[src/aout_seq_consts.vh]
// constants for the analog output sequencer
`ifndef AOUT_SEQ_CONSTS_VH
`define AOUT_SEQ_CONSTS_VH

// ***************************************************
// register byte offsets
// ***************************************************
`define OFS_CONTROL      8'h10
`define OFS_STATUS       8'h14
`define OFS_SAMPLE       8'h18

// ***************************************************
// sample word fields
// ***************************************************
`define SMP_DATA_MSB     15
`define SMP_TAG_LSB      16
`define SMP_TAG_MSB      17
`define SMP_GROUP_END    18
`define SMP_BURST_END    19
`define SMP_WIDTH        20

// ***************************************************
// control register fields
// ***************************************************
`define CTL_SIMUL        0
`define CTL_BURST        1
`define CTL_LOOP         2
`define CTL_CLK_LSB      4
`define CTL_CLK_MSB      5
`define CTL_SYNC_LSB     6
`define CTL_SYNC_MSB     7
`define CTL_SW_SYNC      8
`define CTL_RESET        9'h000

// ***************************************************
// clock and sync source codes
// ***************************************************
`define CLK_OFF          2'h0
`define CLK_RATE_A       2'h1
`define CLK_RATE_B       2'h2
`define CLK_EXT          2'h3
`define SYNC_RATE_A      2'h0
`define SYNC_RATE_B      2'h1
`define SYNC_EXT         2'h2
`define SYNC_SOFT        2'h3

// ***************************************************
// buffer sizing
// ***************************************************
`define BUF_DEPTH        16
`define NUM_CHANNELS     4

`endif

[src/analog_output_sequencer.v]
// analog output sequencer with apb registers and sample fifo
// Overview of operation
// - sequential mode: one sample per clock to tagged channel
// - updates stop on no clocks, empty, burst end
// - simultaneous: fill holding store until group end
// - clock applies whole holding store, then refill
// - output clock from rate A, B or external
// - continuous mode runs until clocks stop or empty
// - burst mode starts on sync, ends at burst-end
// - several bursts queued; early end on empty
// - sync from rate A, B, external or software
// - software sync bit starts burst, self-clears after
// - external sync falling edge starts a burst
// - looping recirculates output samples into buffer
// - looping closes buffer to host writes
// - looping keeps samples; otherwise output samples dropped
// - each sync plays next queued burst, wrapping
// - word: data 0-15, tag 16-17, flags 18, 19
//
// The implementer's own choices: the APB interface to the registers and the register addresses.
`timescale 1ns/1ns
`include "aout_seq_consts.vh"

// ***************************************************
// sample fifo
// ***************************************************
module sample_fifo #(
  parameter WIDTH = `SMP_WIDTH,
  parameter DEPTH = `BUF_DEPTH,
  parameter AW    = 4
) (
  input  wire             i_clock,
  input  wire             i_reset,
  input  wire             i_in_valid,
  output wire             o_in_ready,
  input  wire [WIDTH-1:0] i_in_data,
  output wire             o_out_valid,
  input  wire             i_out_ready,
  output wire [WIDTH-1:0] o_out_data,
  output wire [AW:0]      o_count
);
  reg  [WIDTH-1:0] mem_reg [0:DEPTH-1];
  reg  [AW-1:0]    wr_ptr_reg;
  reg  [AW-1:0]    rd_ptr_reg;
  reg  [AW:0]      count_reg;
  wire             out_fire;
  wire             in_fire;

  assign o_out_valid = (count_reg != {(AW+1){1'b0}});
  assign out_fire    = o_out_valid & i_out_ready;
  // a pop in the same cycle frees the slot, so a full loop can recirculate
  assign o_in_ready  = (count_reg < DEPTH) | out_fire;
  assign in_fire     = i_in_valid & o_in_ready;
  assign o_out_data  = mem_reg[rd_ptr_reg];
  assign o_count     = count_reg;

  always @(posedge i_clock) begin
    if (in_fire) begin
      mem_reg[wr_ptr_reg] <= i_in_data;
    end
  end

  always @(posedge i_clock or posedge i_reset) begin
    if (i_reset) begin
      wr_ptr_reg <= {AW{1'b0}};
      rd_ptr_reg <= {AW{1'b0}};
      count_reg  <= {(AW+1){1'b0}};
    end else begin
      if (in_fire) begin
        wr_ptr_reg <= (wr_ptr_reg == DEPTH - 1) ? {AW{1'b0}} : wr_ptr_reg + 1'b1;
      end
      if (out_fire) begin
        rd_ptr_reg <= (rd_ptr_reg == DEPTH - 1) ? {AW{1'b0}} : rd_ptr_reg + 1'b1;
      end
      if (in_fire & ~out_fire) begin
        count_reg <= count_reg + 1'b1;
      end else if (out_fire & ~in_fire) begin
        count_reg <= count_reg - 1'b1;
      end
    end
  end
endmodule // sample_fifo

// ***************************************************
// sequencer top
// ***************************************************
module analog_output_sequencer #(
  parameter DEPTH = `BUF_DEPTH,
  parameter AW    = 4
) (
  input  wire        i_clock,
  input  wire        i_reset,
  input  wire        i_psel,
  input  wire        i_penable,
  input  wire        i_pwrite,
  input  wire [7:0]  i_paddr,
  input  wire [31:0] i_pwdata,
  output reg  [31:0] o_prdata,
  output reg         o_pready,
  output reg         o_pslverr,
  input  wire        i_rate_a_tick,
  input  wire        i_rate_b_tick,
  input  wire        i_ext_sync,
  output reg  [63:0] o_dac_data,
  output reg  [3:0]  o_dac_load
);
  localparam NCH = `NUM_CHANNELS;

  reg  [8:0]            ctrl_reg;
  reg                   ext_prev_reg;
  reg                   burst_active_reg;
  reg                   group_ready_reg;
  reg                   end_pend_reg;
  reg  [15:0]           hold_data_reg [0:NCH-1];
  reg  [NCH-1:0]        hold_valid_reg;
  wire                  simul;
  wire                  burst_en;
  wire                  loop_en;
  wire                  ext_fall;
  reg                   clock_tick;
  reg                   sync_tick;
  wire                  run;
  wire                  seq_pop;
  wire                  hold_pop;
  wire                  pop;
  wire                  apply;
  wire                  burst_done;
  wire                  sw_set;
  wire                  fifo_in_valid;
  wire                  fifo_in_ready;
  wire [`SMP_WIDTH-1:0] fifo_in_data;
  wire                  fifo_out_valid;
  wire [`SMP_WIDTH-1:0] fifo_out_data;
  wire [AW:0]           fifo_count;
  wire [1:0]            smp_tag;
  wire                  acc;
  wire                  wr_sample;
  wire                  wr_ctrl;
  wire                  mapped;

  assign simul    = ctrl_reg[`CTL_SIMUL];
  assign burst_en = ctrl_reg[`CTL_BURST];
  assign loop_en  = ctrl_reg[`CTL_LOOP];
  assign smp_tag  = fifo_out_data[`SMP_TAG_MSB:`SMP_TAG_LSB];

  // ***************************************************
  // clock and sync source selection
  // ***************************************************
  assign ext_fall = ext_prev_reg & ~i_ext_sync;

  always @* begin
    case (ctrl_reg[`CTL_CLK_MSB:`CTL_CLK_LSB])
      `CLK_RATE_A: clock_tick = i_rate_a_tick;
      `CLK_RATE_B: clock_tick = i_rate_b_tick;
      `CLK_EXT:    clock_tick = ext_fall;
      default:     clock_tick = 1'b0;
    endcase
  end

  // software sync fires on the write that sets the bit
  assign sw_set = wr_ctrl & i_pwdata[`CTL_SW_SYNC];

  always @* begin
    case (ctrl_reg[`CTL_SYNC_MSB:`CTL_SYNC_LSB])
      `SYNC_RATE_A: sync_tick = i_rate_a_tick;
      `SYNC_RATE_B: sync_tick = i_rate_b_tick;
      `SYNC_EXT:    sync_tick = ext_fall;
      `SYNC_SOFT:   sync_tick = sw_set;
      default:      sync_tick = 1'b0;
    endcase
  end

  // ***************************************************
  // transfer control
  // ***************************************************
  assign run      = ~burst_en | burst_active_reg;
  assign seq_pop  = ~simul & clock_tick & run & fifo_out_valid;
  // stop filling once a group or burst end is held
  assign hold_pop = simul & ~group_ready_reg & ~end_pend_reg & run & fifo_out_valid;
  assign pop      = seq_pop | hold_pop;
  assign apply    = simul & clock_tick & group_ready_reg;
  // an empty buffer under a clock also ends the burst early
  assign burst_done = burst_en & burst_active_reg &
                      ((seq_pop & fifo_out_data[`SMP_BURST_END]) |
                       (apply & end_pend_reg) |
                       (clock_tick & ~fifo_out_valid & ~group_ready_reg));

  // looping feeds popped words back; host writes are shut out
  assign fifo_in_valid = loop_en ? pop : wr_sample;
  assign fifo_in_data  = loop_en ? fifo_out_data : i_pwdata[`SMP_WIDTH-1:0];

  sample_fifo #(
    .WIDTH (`SMP_WIDTH),
    .DEPTH (DEPTH),
    .AW    (AW)
  ) u_fifo (
    .i_clock     (i_clock),
    .i_reset     (i_reset),
    .i_in_valid  (fifo_in_valid),
    .o_in_ready  (fifo_in_ready),
    .i_in_data   (fifo_in_data),
    .o_out_valid (fifo_out_valid),
    .i_out_ready (pop),
    .o_out_data  (fifo_out_data),
    .o_count     (fifo_count)
  );

  always @(posedge i_clock or posedge i_reset) begin
    if (i_reset) begin
      ext_prev_reg     <= 1'b1;
      burst_active_reg <= 1'b0;
      group_ready_reg  <= 1'b0;
      end_pend_reg     <= 1'b0;
      hold_valid_reg   <= {NCH{1'b0}};
      o_dac_load       <= {NCH{1'b0}};
    end else begin
      ext_prev_reg <= i_ext_sync;
      // a new sync wins over the end of the previous burst
      if (burst_en & sync_tick) begin
        burst_active_reg <= 1'b1;
      end else if (burst_done) begin
        burst_active_reg <= 1'b0;
      end
      o_dac_load <= {NCH{1'b0}};
      if (seq_pop) begin
        o_dac_load[smp_tag] <= 1'b1;
      end
      if (apply) begin
        o_dac_load      <= hold_valid_reg;
        hold_valid_reg  <= {NCH{1'b0}};
        group_ready_reg <= 1'b0;
        end_pend_reg    <= 1'b0;
      end else if (hold_pop) begin
        hold_valid_reg[smp_tag] <= 1'b1;
        if (fifo_out_data[`SMP_GROUP_END]) begin
          group_ready_reg <= 1'b1;
        end
        if (burst_en & fifo_out_data[`SMP_BURST_END]) begin
          group_ready_reg <= 1'b1;
          end_pend_reg    <= 1'b1;
        end
      end
    end
  end

  // ***************************************************
  // per-channel dac and holding data
  // ***************************************************
  genvar ch;
  generate
    for (ch = 0; ch < NCH; ch = ch + 1) begin : g_ch
      always @(posedge i_clock or posedge i_reset) begin
        if (i_reset) begin
          hold_data_reg[ch]        <= 16'h0000;
          o_dac_data[ch*16 +: 16]  <= 16'h0000;
        end else begin
          if (hold_pop && smp_tag == ch) begin
            hold_data_reg[ch] <= fifo_out_data[`SMP_DATA_MSB:0];
          end
          if (seq_pop && smp_tag == ch) begin
            o_dac_data[ch*16 +: 16] <= fifo_out_data[`SMP_DATA_MSB:0];
          end else if (apply && hold_valid_reg[ch]) begin
            o_dac_data[ch*16 +: 16] <= hold_data_reg[ch];
          end
        end
      end
    end
  endgenerate

  // ***************************************************
  // apb slave
  // ***************************************************
  assign acc       = i_psel & i_penable & o_pready;
  assign mapped    = (i_paddr == `OFS_CONTROL) | (i_paddr == `OFS_STATUS) |
                     (i_paddr == `OFS_SAMPLE);
  assign wr_ctrl   = acc & i_pwrite & (i_paddr == `OFS_CONTROL);
  // when looping the write completes but the word is dropped
  assign wr_sample = acc & i_pwrite & (i_paddr == `OFS_SAMPLE) & ~loop_en;

  always @(posedge i_clock or posedge i_reset) begin
    if (i_reset) begin
      ctrl_reg  <= `CTL_RESET;
      o_pready  <= 1'b0;
      o_pslverr <= 1'b0;
      o_prdata  <= 32'h00000000;
    end else begin
      // full buffer holds pready low: back-pressure onto the host
      o_pready  <= i_psel & i_penable & ~o_pready &
                   ~(i_pwrite & (i_paddr == `OFS_SAMPLE) & ~loop_en & ~fifo_in_ready);
      o_pslverr <= i_psel & i_penable & ~o_pready & ~mapped;
      o_prdata  <= 32'h00000000;
      // read data only alongside pready, zero otherwise
      if (i_psel & i_penable & ~i_pwrite & ~o_pready) begin
        if (i_paddr == `OFS_CONTROL) begin
          o_prdata <= {23'h000000, ctrl_reg};
        end else if (i_paddr == `OFS_STATUS) begin
          o_prdata <= {16'h0000, hold_valid_reg, end_pend_reg, group_ready_reg,
                       burst_active_reg, fifo_out_valid, {(7-AW){1'b0}}, fifo_count};
        end
      end
      if (wr_ctrl) begin
        ctrl_reg[7:0] <= i_pwdata[7:0];
      end
      // set wins over the self-clear
      if (sw_set) begin
        ctrl_reg[`CTL_SW_SYNC] <= 1'b1;
      end else if (burst_done) begin
        ctrl_reg[`CTL_SW_SYNC] <= 1'b0;
      end
    end
  end
endmodule // analog_output_sequencer

[config.mk]
export PLATFORM = sky130hd
export DESIGN_NAME = analog_output_sequencer
export DESIGN_NICKNAME = d
export VERILOG_FILES = /design/src/analog_output_sequencer.v
export VERILOG_INCLUDE_DIRS = /design/src
export SDC_FILE = /design/constraint.sdc
export NUM_CORES = 1
export LEC_CHECK = 0
export ABC_AREA = 1
export BUFFER_PORTS_ARGS = -buffer_cell sky130_fd_sc_hd__buf_2
export CORE_MARGIN = 5
export CORE_UTILIZATION = 26
export CTS_CLUSTER_DIAMETER = 40
export DETAILED_ROUTE_END_ITERATION = 8
export HOLD_SLACK_MARGIN = 0.12
export PLACE_DENSITY = 0.39
export SETUP_SLACK_MARGIN = 0.3
export SLEW_MARGIN = 15
export SYNTH_ARGS = -nofsm -noshare
export SYNTH_HDL_FRONTEND = slang
export SYNTH_SLANG_ARGS = --single-unit
[constraint.sdc]
create_clock -name i_clock -period 6.22 [get_ports i_clock]
set_input_delay 0 -clock i_clock [delete_from_list [all_inputs] [get_ports i_clock]]
set_output_delay 0 -clock i_clock [all_outputs]
set_load 0.02 [all_outputs]
==> run_results.csv, run 1 <==
group,metric,value,unit
run_status,status,"finished, final reports clean",
final_layout,multi_input_area,6620,um^2
placed_design,dp_slack,2.09,ns
cts,cts_sinks,500,
grt,grt_use_total,0.149,
drt,drt_iter0_drc,1055,
setup_path,r2r_cells,9,
grt,grt_pass1_wl,103000,um
drt,dr.pass1.iters,5,
cts,clock_path_buffers,3,
placed_design,io_buffers,121,
setup_path,cp_data_required_time,6.73,ns
sta,period_share,0.618,
setup_path,path_class,"reg2reg",
worst_hold_path,hold_depth,3,
cts,cts.reportedPaths.clkPinSlew,0.06,ns
setup_path,r2r_start,"u_fifo.rd_ptr_reg[0]$_DFFE_PP0P_",
final_layout,seq_area,14100,um^2
sta,worst_slew_pin_slew,1.15,ns
synthesis,synth_cells,2313,
sta,fin_ws,2.37,ns
sta,fin_skew,0.0362,ns
drt,drc,0,
sta,min_period,3.85,ns
power_and_ir_drop,peakVddDrop,203,uV
cts,cts.repair.resized,0,
run,cap_violations,0,
final_layout,mostFrequentLayoutCells,"nand2_1, edfxtp_1, inv_1",
drt,wire_per_inst,18.4,um
sta,setup_viol,0,
synthesis,ys_seq_area_frac,0.632,
worst_hold_path,hp-start,"i_pwdata[3]",
worst_hold_path,hold_path_end,"ctrl_reg[3]$_DFFE_PP0P_",
sta,rsz0062_at_grt,"no",
grt,antenna_found_initial,3,
setup_path,critPathMaxFanout,130,
grt,grt_max_degree,131,
worst_hold_path,hold_class,"in2reg",
synthesis,synth-main-ff-cell,"edfxtp_1",
die,initial_core_util,0.262,
grt,grt_pass1_vias,16400,
die,core_area,85300,um^2
sta,report.final.slew_viol_count,0,
cts,cts_tree,"yes",
cts,cts_htree_levels,3,
cts,root_buffer,"clkbuf_16",
synthesis,syn_area_per_cell,9.66,um^2
setup_path,timing.rr.end,"hold_data_reg[24]$_DFFE_PP0P_",
sta,finalHoldViolations,0,
placed_design,gp_congestion,0.747,
sta,relSlewSlack,0.229,
sta,hold_ws,0.177,ns
die,rows,107,
synthesis,yosys_register_bits,500,
die,die_x,303,um
final_layout,layout-area-overhead-vs-synth,25.0,%
sta,fmax,0.260,GHz
setup_path,arrival,4.36,ns
synthesis,syn-cell-area,22400,um^2
setup_path,reg2reg_setup_slack,2.37,ns
synthesis,synthArstFlopShare,0.360,
final_layout,final_common_cell,"nand2_1",
setup_path,start_kind,"register",
synthesis,synth_cell_type_count,39,
cts,clk_latency,0.64,ns
final_layout,nets,2576,
power_and_ir_drop,power.density,317,nW/um^2
final_layout,largest_register_ffs,320,
cts,ctsHoldBuffers,60,
die,die_h,303,um
synthesis,synth_edf_count,320,
placed_design,hpwl,40200,um
die,die_area,91900,um^2
final_layout,drive_gt1_frac,0.159,
sta,fin_setup_tns,0,ns
grt,grt.overflow.total,0,
die,ioPinCount,150,
drt,ant_nets,0,
drt,drt-total-wl,68700,um
final_layout,fin_util,0.328,
cts,cts_setup_buffers,0,
final_layout,num-fill-cells,8747,
cts,numCtsBuffers,90,
power_and_ir_drop,leakagePower,12.5,nW
setup_path,cp-end-kind,"register",
drt,num_vias,16300,
drt,viasPerCell,4.36,
synthesis,yosysWarnings,0,
power_and_ir_drop,p_total,8.85,mW
-- worst max-delay path: stages (launching register included) --
cell and delay, ns:
dfrtp_4 0.83, buf_12 0.54, nand2_1 0.11, nand2_1 0.10, nand2_1 0.05, nand3_1 0.15
nand3_2 0.10, nand2_4 0.33, nand3_1 0.86, o21ai_0 0.47
-- cells in the mapped netlist (18+ instances only) --
cell type    n  share of area
clkbuf_1    36         0.0060
dfrtp_1    179           0.20
inv_1      244          0.041
buf_2       39         0.0087
o21ai_0    157          0.035
buf_4       29         0.0097
nor3_1      26         0.0058
nand2_1    697           0.12
buf_6       18         0.0091
nand4_1     35         0.0098
o21ai_1     22         0.0049
nor2_1     193          0.032
edfxtp_1   320           0.43
nand3_1    204          0.046
-- per-stage QoR --
stage,cells,instance area (um^2)
final,3741,27900
after detailed placement,3509,24100
after floorplan,2328,22400
after global routing,3737,27900
after global placement,3509,24100
after CTS,3736,27900
-- where the power goes --
part / switching, mW / internal, mW
registers: 0.0125 / 3.54
logic: 0.143 / 0.0615
clock network: 1.79 / 3.31
total: 1.94 / 6.91
-- cell families (layout without fill, tap and decap cells) --
group	after synthesis	after routing	share of synthesized area
simple gates	1205	1205	0.234
fa+ha+maj	10	10	0.00593
xor+xnor	6	6	0.00235
other cells	1	20	0.000168
compound gates	202	202	0.0458
flops	500	500	0.632
mux	1	1	0.000504
buf+inv	388	653	0.0794
-- per-layer routing --
metal  vias up  routed length (um)  GRT usage
met5         -                   0          0
met4         0                1700     0.0456
met3       109                3150     0.0282
met2       355               32700      0.247
met1      7900               31100      0.198
li1       7960                   -          -
-- cell type report --
class                           instances  share of cell area
Multi-Input combinational cell       1440               0.237
Sequential cell                       500               0.506
Antenna cell                            4            0.000358
Timing Repair Buffer                  231              0.0580
Clock buffer                          101              0.0847
Tap cell                             1144              0.0512
Clock inverter                         66              0.0284
Inverter                              255              0.0346
-- worst max path at each step --
stage	slack, ns	to	startpoint
2_1_floorplan	1.33	burst_active_reg$_DFFE_PP0P_	i_reset
3_3_place_gp	2.05	u_fifo.mem_reg[0][4]$_DFFE_PP_	ext_prev_reg$_DFF_PP1_
3_5_place_dp	2.09	u_fifo.o_count[4]$_DFFE_PP0P_	ext_prev_reg$_DFF_PP1_
4_1_cts	2.07	u_fifo.mem_reg[3][0]$_DFFE_PP_	ext_prev_reg$_DFF_PP1_
5_1_grt	2.01	hold_data_reg[18]$_DFFE_PP0P_	u_fifo.rd_ptr_reg[0]$_DFFE_PP0P_
6_report	2.37	hold_data_reg[24]$_DFFE_PP0P_	u_fifo.rd_ptr_reg[0]$_DFFE_PP0P_
Note: power is estimated with default switching activity, not from simulation.
==> run 2: changes to the inputs <==
ABC_AREA = 0   (was 1)
clock period = 3.85 ns   (was 6.22 ns; I/O delays follow)
==> run 2 against run 1 <==
Net effect:
- final cell count decreased by 32%
- clock skew decreased by 0.014 ns
- utilization decreased by 0.065 points
- design area decreased by 5.6%
- hold slack improved by 0.020 ns
- routed wire length decreased by 17%
- count of clock-buffer cells in the layout decreased by 2
- die area decreased by 5.1%
- maximum frequency increased by 18%
- non-clock buffer count decreased by 4
- power increased by 50%
- synthesized cell count decreased by 50%
- largest power group unchanged
- highest routed layer unchanged
==> run_results.csv, run 2 <==
group,metric,value,unit
placed_design,gp_congestion,0.734,
setup_path,reg2reg_setup_slack,0.59,ns
worst_hold_path,hold_path_end,"ctrl_reg[8]$_DFFE_PP0P_",
synthesis,synth_cells,1157,
setup_path,cp_data_required_time,4.33,ns
setup_path,r2r_start,"u_fifo.o_count[1]$_DFFE_PP0P_",
worst_hold_path,hp-start,"i_rate_a_tick",
worst_hold_path,hold_class,"in2reg",
synthesis,yosysWarnings,0,
setup_path,critPathMaxFanout,10,
drt,wire_per_inst,22.5,um
sta,setup_viol,0,
sta,worst_slew_pin_slew,1.01,ns
worst_hold_path,hold_depth,5,
power_and_ir_drop,p_total,13.3,mW
final_layout,final_cells,2542,
synthesis,synthArstFlopShare,0.360,
placed_design,hpwl,34900,um
die,ioPinCount,150,
synthesis,synth_area_leaders,"edfxtp_1, dfrtp_1, mux2_2",
grt,grt_pass1_wl,84700,um
final_layout,diodes,0,
setup_path,cp_top_family,"compound AO/OA/AOI/OAI gates",
final_layout,final_common_cell,"edfxtp_1",
die,initial_core_util,0.262,
sta,relSlewSlack,0.306,
cts,numCtsBuffers,84,
sta,fmax,0.307,GHz
setup_path,path_cells,"or4_4, o21a_4, o221a_2, o21a_1, ha_1, inv_1, ha_1, a21o_1, a21oi_1, xnor2_1, nor2_1, xor2_1",
sta,fin_skew,0.0226,ns
sta,report.final.slew_viol_count,0,
power_and_ir_drop,peakVddDrop,308,uV
cts,cts_tree,"yes",
placed_design,dpl.cell_count,2346,
synthesis,synth_edf_count,320,
cts,clk_latency,0.61,ns
synthesis,yosysTopAreaCellShare,0.454,
grt,grt_max_degree,126,
power_and_ir_drop,leakagePower,10.3,nW
sta,period_share,0.847,
drt,ant_nets,0,
synthesis,synth_common_cells,"edfxtp_1, mux2_2, dfrtp_1, mux4_2, mux2_4",
die,rows,104,
cts,cts_setup_buffers,0,
setup_path,cp_slowest_cell,"or4_4",
synthesis,syn_area_per_cell,18.3,um^2
synthesis,yosys_register_bits,500,
setup_path,cp_num_buf_inv,1,
synthesis,synth-main-ff-cell,"edfxtp_1",
sta,finalHoldViolations,0,
final_layout,mostFrequentLayoutCells,"edfxtp_1, mux2_2, dfrtp_1",
sta,rsz0062_at_grt,"no",
setup_path,arrival,3.74,ns
synthesis,yosysTopAreaCell,"edfxtp_1",
final_layout,seq_area,14100,um^2
setup_path,path_class,"reg2reg",
die,die_x,295,um
die,core_area,80700,um^2
synthesis,ys_seq_area_frac,0.667,
synthesis,synth_cell_type_count,72,
sta,fin_ws,0.589,ns
sta,fin_setup_tns,0,ns
cts,clock_path_buffers,3,
cts,cts.repair.resized,0,
setup_path,crit_path_max_incr_delay,0.60,ns
run_status,status,"finished, final reports clean",
grt,antenna_found_initial,1,
die,die_area,87200,um^2
drt,drt-total-wl,57200,um
cts,root_buffer,"clkbuf_16",
setup_path,start_kind,"register",
setup_path,timing.rr.end,"u_fifo.o_count[4]$_DFFE_PP0P_",
setup_path,cp-end-kind,"register",
grt,grt.overflow.total,0,
final_layout,num-fill-cells,7820,
drt,dr.pass1.iters,4,
final_layout,largest_register_ffs,320,
placed_design,dp_slack,0.591,ns
die,die_h,295,um
power_and_ir_drop,power.density,505,nW/um^2
cts,cts_htree_levels,3,
final_layout,layout-area-overhead-vs-synth,24.6,%
grt,grt_pass1_vias,12400,
cts,cts_sinks,500,
sta,min_period,3.26,ns
setup_path,cp_common_cell,"ha_1",
drt,drt_iter0_drc,697,
setup_path,r2r_cells,12,
drt,num_vias,11300,
final_layout,drive_gt1_frac,0.441,
cts,cts.reportedPaths.clkPinSlew,0.05,ns
placed_design,io_buffers,121,
drt,drc,0,
synthesis,syn-cell-area,21200,um^2
grt,grt_use_total,0.132,
final_layout,nets,1471,
synthesis,synth_most_common_cell,"edfxtp_1",
run,cap_violations,0,
drt,viasPerCell,4.45,
final_layout,multi_input_area,6590,um^2
run 2: changes by cell type after synthesis, sizes merged, moves of 14 or more:
| cell | change |
|---|---|
| nand2 | -674 |
| o21ai | -159 |
| inv | -242 |
| nor2 | -198 |
| nand3 | -212 |
| mux2i | +31 |
| and2 | +16 |
| nor3 | -20 |
| buf | -47 |
| clkbuf | -14 |
| mux4 | +76 |
| mux2 | +241 |
| nand4 | -34 |
run 2: worst max-delay path by stage:
stage | startpoint | to | slack, ns | cells after the start
after floorplan | u_fifo.o_count[1]$_DFFE_PP0P_ | u_fifo.o_count[4]$_DFFE_PP0P_ | 0.52 | 14
after CTS | u_fifo.o_count[1]$_DFFE_PP0P_ | u_fifo.o_count[4]$_DFFE_PP0P_ | 0.57 | 12
after global routing | u_fifo.o_count[1]$_DFFE_PP0P_ | u_fifo.o_count[4]$_DFFE_PP0P_ | 0.38 | 12
final | u_fifo.o_count[1]$_DFFE_PP0P_ | u_fifo.o_count[4]$_DFFE_PP0P_ | 0.59 | 12
after detailed placement | u_fifo.rd_ptr_reg[0]$_DFFE_PP0P_ | o_dac_data[29]$_DFFE_PP0P_ | 0.59 | 6
after global placement | u_fifo.o_count[1]$_DFFE_PP0P_ | u_fifo.o_count[4]$_DFFE_PP0P_ | 0.59 | 12
run 2: tightest hold or removal path, cell delays in order:
cell and delay (ns):
buf_2 0.12, nand2b_1 0.14, a311oi_2 0.21, nand4_1 0.12, a32o_1 0.16
run 2: area by class of cell:
cell class / count / share of cell area
multi-input cells: 587 / 0.250
repair buffers: 227 / 0.0584
inverters: 13 / 0.00199
clock inverters: 56 / 0.0187
well taps: 1060 / 0.0503
clock buffers: 99 / 0.0850
flip-flops and latches: 500 / 0.536
run 2: metrics by stage:
step                hold WS [ns]  cell area, um^2  utilization
floorplan                0.00448            21200            -
global placement         -0.0856            23200        0.288
detailed placement       -0.0872            23200        0.288
CTS                        0.161            26400        0.327
global route               0.206            26400        0.327
finish                     0.198            26400        0.327
run 2: report_power, final:
| group | switching, mW | leakage, nW | internal [mW] | total (mW) |
|---|---|---|---|---|
| registers | 0.0240 | 5.34 | 5.75 | 5.77 |
| logic | 0.236 | 3.68 | 0.163 | 0.399 |
| clock network | 2.63 | 1.31 | 4.51 | 7.14 |
run 2: what timing repair did:
action                     in CTS  in global routing
hold buffers                   41                  0
setup endpoints to repair       0                  0
hold endpoints to repair      492                  0
run 2: logic make-up after synthesis:
family | after synthesis | share of synthesized area
AND/OR/NAND/NOR | 124 | 0.0346
adder cells (fa/ha/maj) | 10 | 0.00627
XOR/XNOR | 7 | 0.00290
AO/OA/AOI/OAI | 81 | 0.0342
flip-flops | 500 | 0.667
other | 1 | 0.000177
buffers and inverters | 85 | 0.0241
multiplexers | 349 | 0.231
run 2: metal layers:
layer | GRT usage | up-vias | routed length (um)
met4 | 0.0361 | 0 | 1160
met3 | 0.0240 | 81 | 2340
li1 | - | 5046 | -
met2 | 0.231 | 230 | 29000
met1 | 0.168 | 5965 | 24700
met5 | 0 | - | 0
==> run 3: changes to the inputs <==
PLACE_DENSITY = 0.4   (was 0.39)
clock period = 2.85 ns   (was 3.85 ns; I/O delays follow)
==> run 3 against run 2 <==
Net effect:
- clock skew rose by 0.0039 ns
- critical path type unchanged
- final cell count rose by 4.2%
- design area rose by 8.7%
- via count rose by 4.6%
- hold slack got worse by 0.068 ns
- critical endpoint unchanged
- clock power rose by 58%
- sequential share of layout area fell by 4.3 points
- setup slack got worse by 0.42 ns
- non-clock buffer count rose by 80
- die area did not move
- combinational power rose by 76%
- largest power group unchanged
- global-route usage rose by 0.51 points
==> run_results.csv, run 3 (synthesis gave the netlist of run 2 again) <==
group,metric,value,unit
cts,clock_path_buffers,3,
drt,dr.pass1.iters,5,
final_layout,layout-area-overhead-vs-synth,35.5,%
final_layout,num-fill-cells,7703,
sta,worst_slew_pin_slew,0.914,ns
sta,finalHoldViolations,0,
setup_path,cp-end-kind,"register",
worst_hold_path,hold_class,"in2async",
run_status,status,"finished, final reports clean",
sta,setup_viol,0,
drt,wire_per_inst,23.2,um
cts,numCtsBuffers,94,
drt,viasPerCell,4.47,
sta,report.final.slew_viol_count,0,
sta,fmax,0.372,GHz
setup_path,r2r_start,"u_fifo.o_count[1]$_DFFE_PP0P_",
sta,relSlewSlack,0.391,
cts,cts_tree,"yes",
setup_path,arrival,3.18,ns
die,die_area,87200,um^2
die,initial_core_util,0.262,
final_layout,fin_util,0.355,
setup_path,start_kind,"register",
sta,fin_ws,0.165,ns
setup_path,critPathMaxFanout,3,
final_layout,multi_input_area,7080,um^2
power_and_ir_drop,peakVddDrop,417,uV
drt,drc,0,
power_and_ir_drop,leakagePower,11.4,nW
final_layout,nets,1569,
cts,root_buffer,"clkbuf_16",
grt,grt_pass1_vias,12800,
die,core_area,80700,um^2
setup_path,crit_start,"u_fifo.o_count[1]$_DFFE_PP0P_",
placed_design,io_buffers,121,
grt,grt_pass1_wl,87800,um
die,ioPinCount,150,
cts,cts_htree_levels,3,
grt,grt.overflow.total,0,
power_and_ir_drop,p_total,19.8,mW
sta,rsz0062_at_grt,"yes",
drt,drt_iter0_drc,646,
die,die_x,295,um
cts,cts_sinks,500,
cts,cts.reportedPaths.clkPinSlew,0.05,ns
grt,antenna_found_initial,1,
die,die_h,295,um
final_layout,design_area,28700,um^2
placed_design,place_area,23800,um^2
die,rows,104,
cts,clk_latency,0.62,ns
final_layout,seq_area,14100,um^2
drt,ant_nets,0,
setup_path,path_class,"reg2reg",
grt,grt_max_degree,46,
final_layout,largest_register_ffs,320,
placed_design,hpwl,35500,um
grt,grt_use_total,0.137,
sta,min_period,2.69,ns
placed_design,gp_congestion,0.723,
placed_design,dp_slack,0.0273,ns
sta,fin_skew,0.0265,ns
setup_path,cp_data_required_time,3.34,ns
final_layout,drive_gt1_frac,0.497,
run,cap_violations,0,
drt,num_vias,11800,
final_layout,mostFrequentLayoutCells,"edfxtp_1, dfrtp_1, mux2_2",
power_and_ir_drop,power.density,689,nW/um^2
sta,hold_ws,0.130,ns
final_layout,final_common_cell,"edfxtp_1",
sta,period_share,0.942,
drt,drt-total-wl,61500,um
==> run 3: layout make-up <==
| type | instances | share of cell area |
|---|---|---|
| clock buffers | 114 | 0.0897 |
| multi-input cells | 595 | 0.247 |
| repair buffers | 307 | 0.0989 |
| inverters | 13 | 0.00192 |
| well taps | 1060 | 0.0462 |
| clock inverters | 58 | 0.0235 |
| diodes | 1 | 0.0000873 |
| flip-flops and latches | 500 | 0.493 |
==> run 3: path summary, 6_finish.rpt <==
check                                                    to  slack [ns]  depth (start not counted)
min reg2reg                    hold_data_reg[3]$_DFFE_PP0P_        0.49                          1
max in group asynchronous        o_dac_data[44]$_DFFE_PP0P_        1.88                          5
min in group i_clock       u_fifo.wr_ptr_reg[3]$_DFFE_PP0P_        0.19                          6
max                           u_fifo.o_count[4]$_DFFE_PP0P_        0.16                         12
min                           hold_data_reg[19]$_DFFE_PP0P_        0.13                          3
max reg2reg                   u_fifo.o_count[4]$_DFFE_PP0P_        0.16                         12
==> run 3: through the flow <==
| stage | std cells | TNS, ns |
|---|---|---|
| 4_1_cts | 2623 | 0 |
| 3_3_place_gp | 2378 | 0 |
| 2_1_floorplan | 1172 | -0.173 |
| 3_5_place_dp | 2378 | 0 |
| 5_1_grt | 2647 | 0 |
| 6_report | 2648 | 0 |
==> run 3: layer usage <==
layer,GRT usage,share of wire,up-vias
met3,0.0243,0.042,86
met4,0.0377,0.018,0
li1,-,-,5292
met5,0,0,-
met2,0.244,0.52,254
met1,0.171,0.42,6209
==> run 3: critical path: stages, from the launching register on <==
cell	delay (ns)
dfrtp_1	0.37
or4_4	0.54
o21a_4	0.21
o221a_4	0.13
o21a_4	0.23
ha_4	0.17
inv_4	0.07
ha_4	0.20
a21o_1	0.16
a21oi_2	0.15
xnor2_1	0.14
nor2_1	0.07
xor2_1	0.13
==> run 3: report_power, final <==
group	internal (mW)	total (mW)	switching, mW
Combinational	0.320	0.701	0.380
Sequential	7.77	7.79	0.0192
Clock	7.50	11.3	3.76
Total	15.6	19.8	4.16
==> run 3: repair_timing <==
item,4_1_cts,5_1_grt
gates cloned,7,13
gates resized for setup,34,87
buffers inserted,26,11
endpoints found under the hold margin,435,0
endpoints found under the setup margin,287,593
hold buffers,40,0
pin swaps,11,10
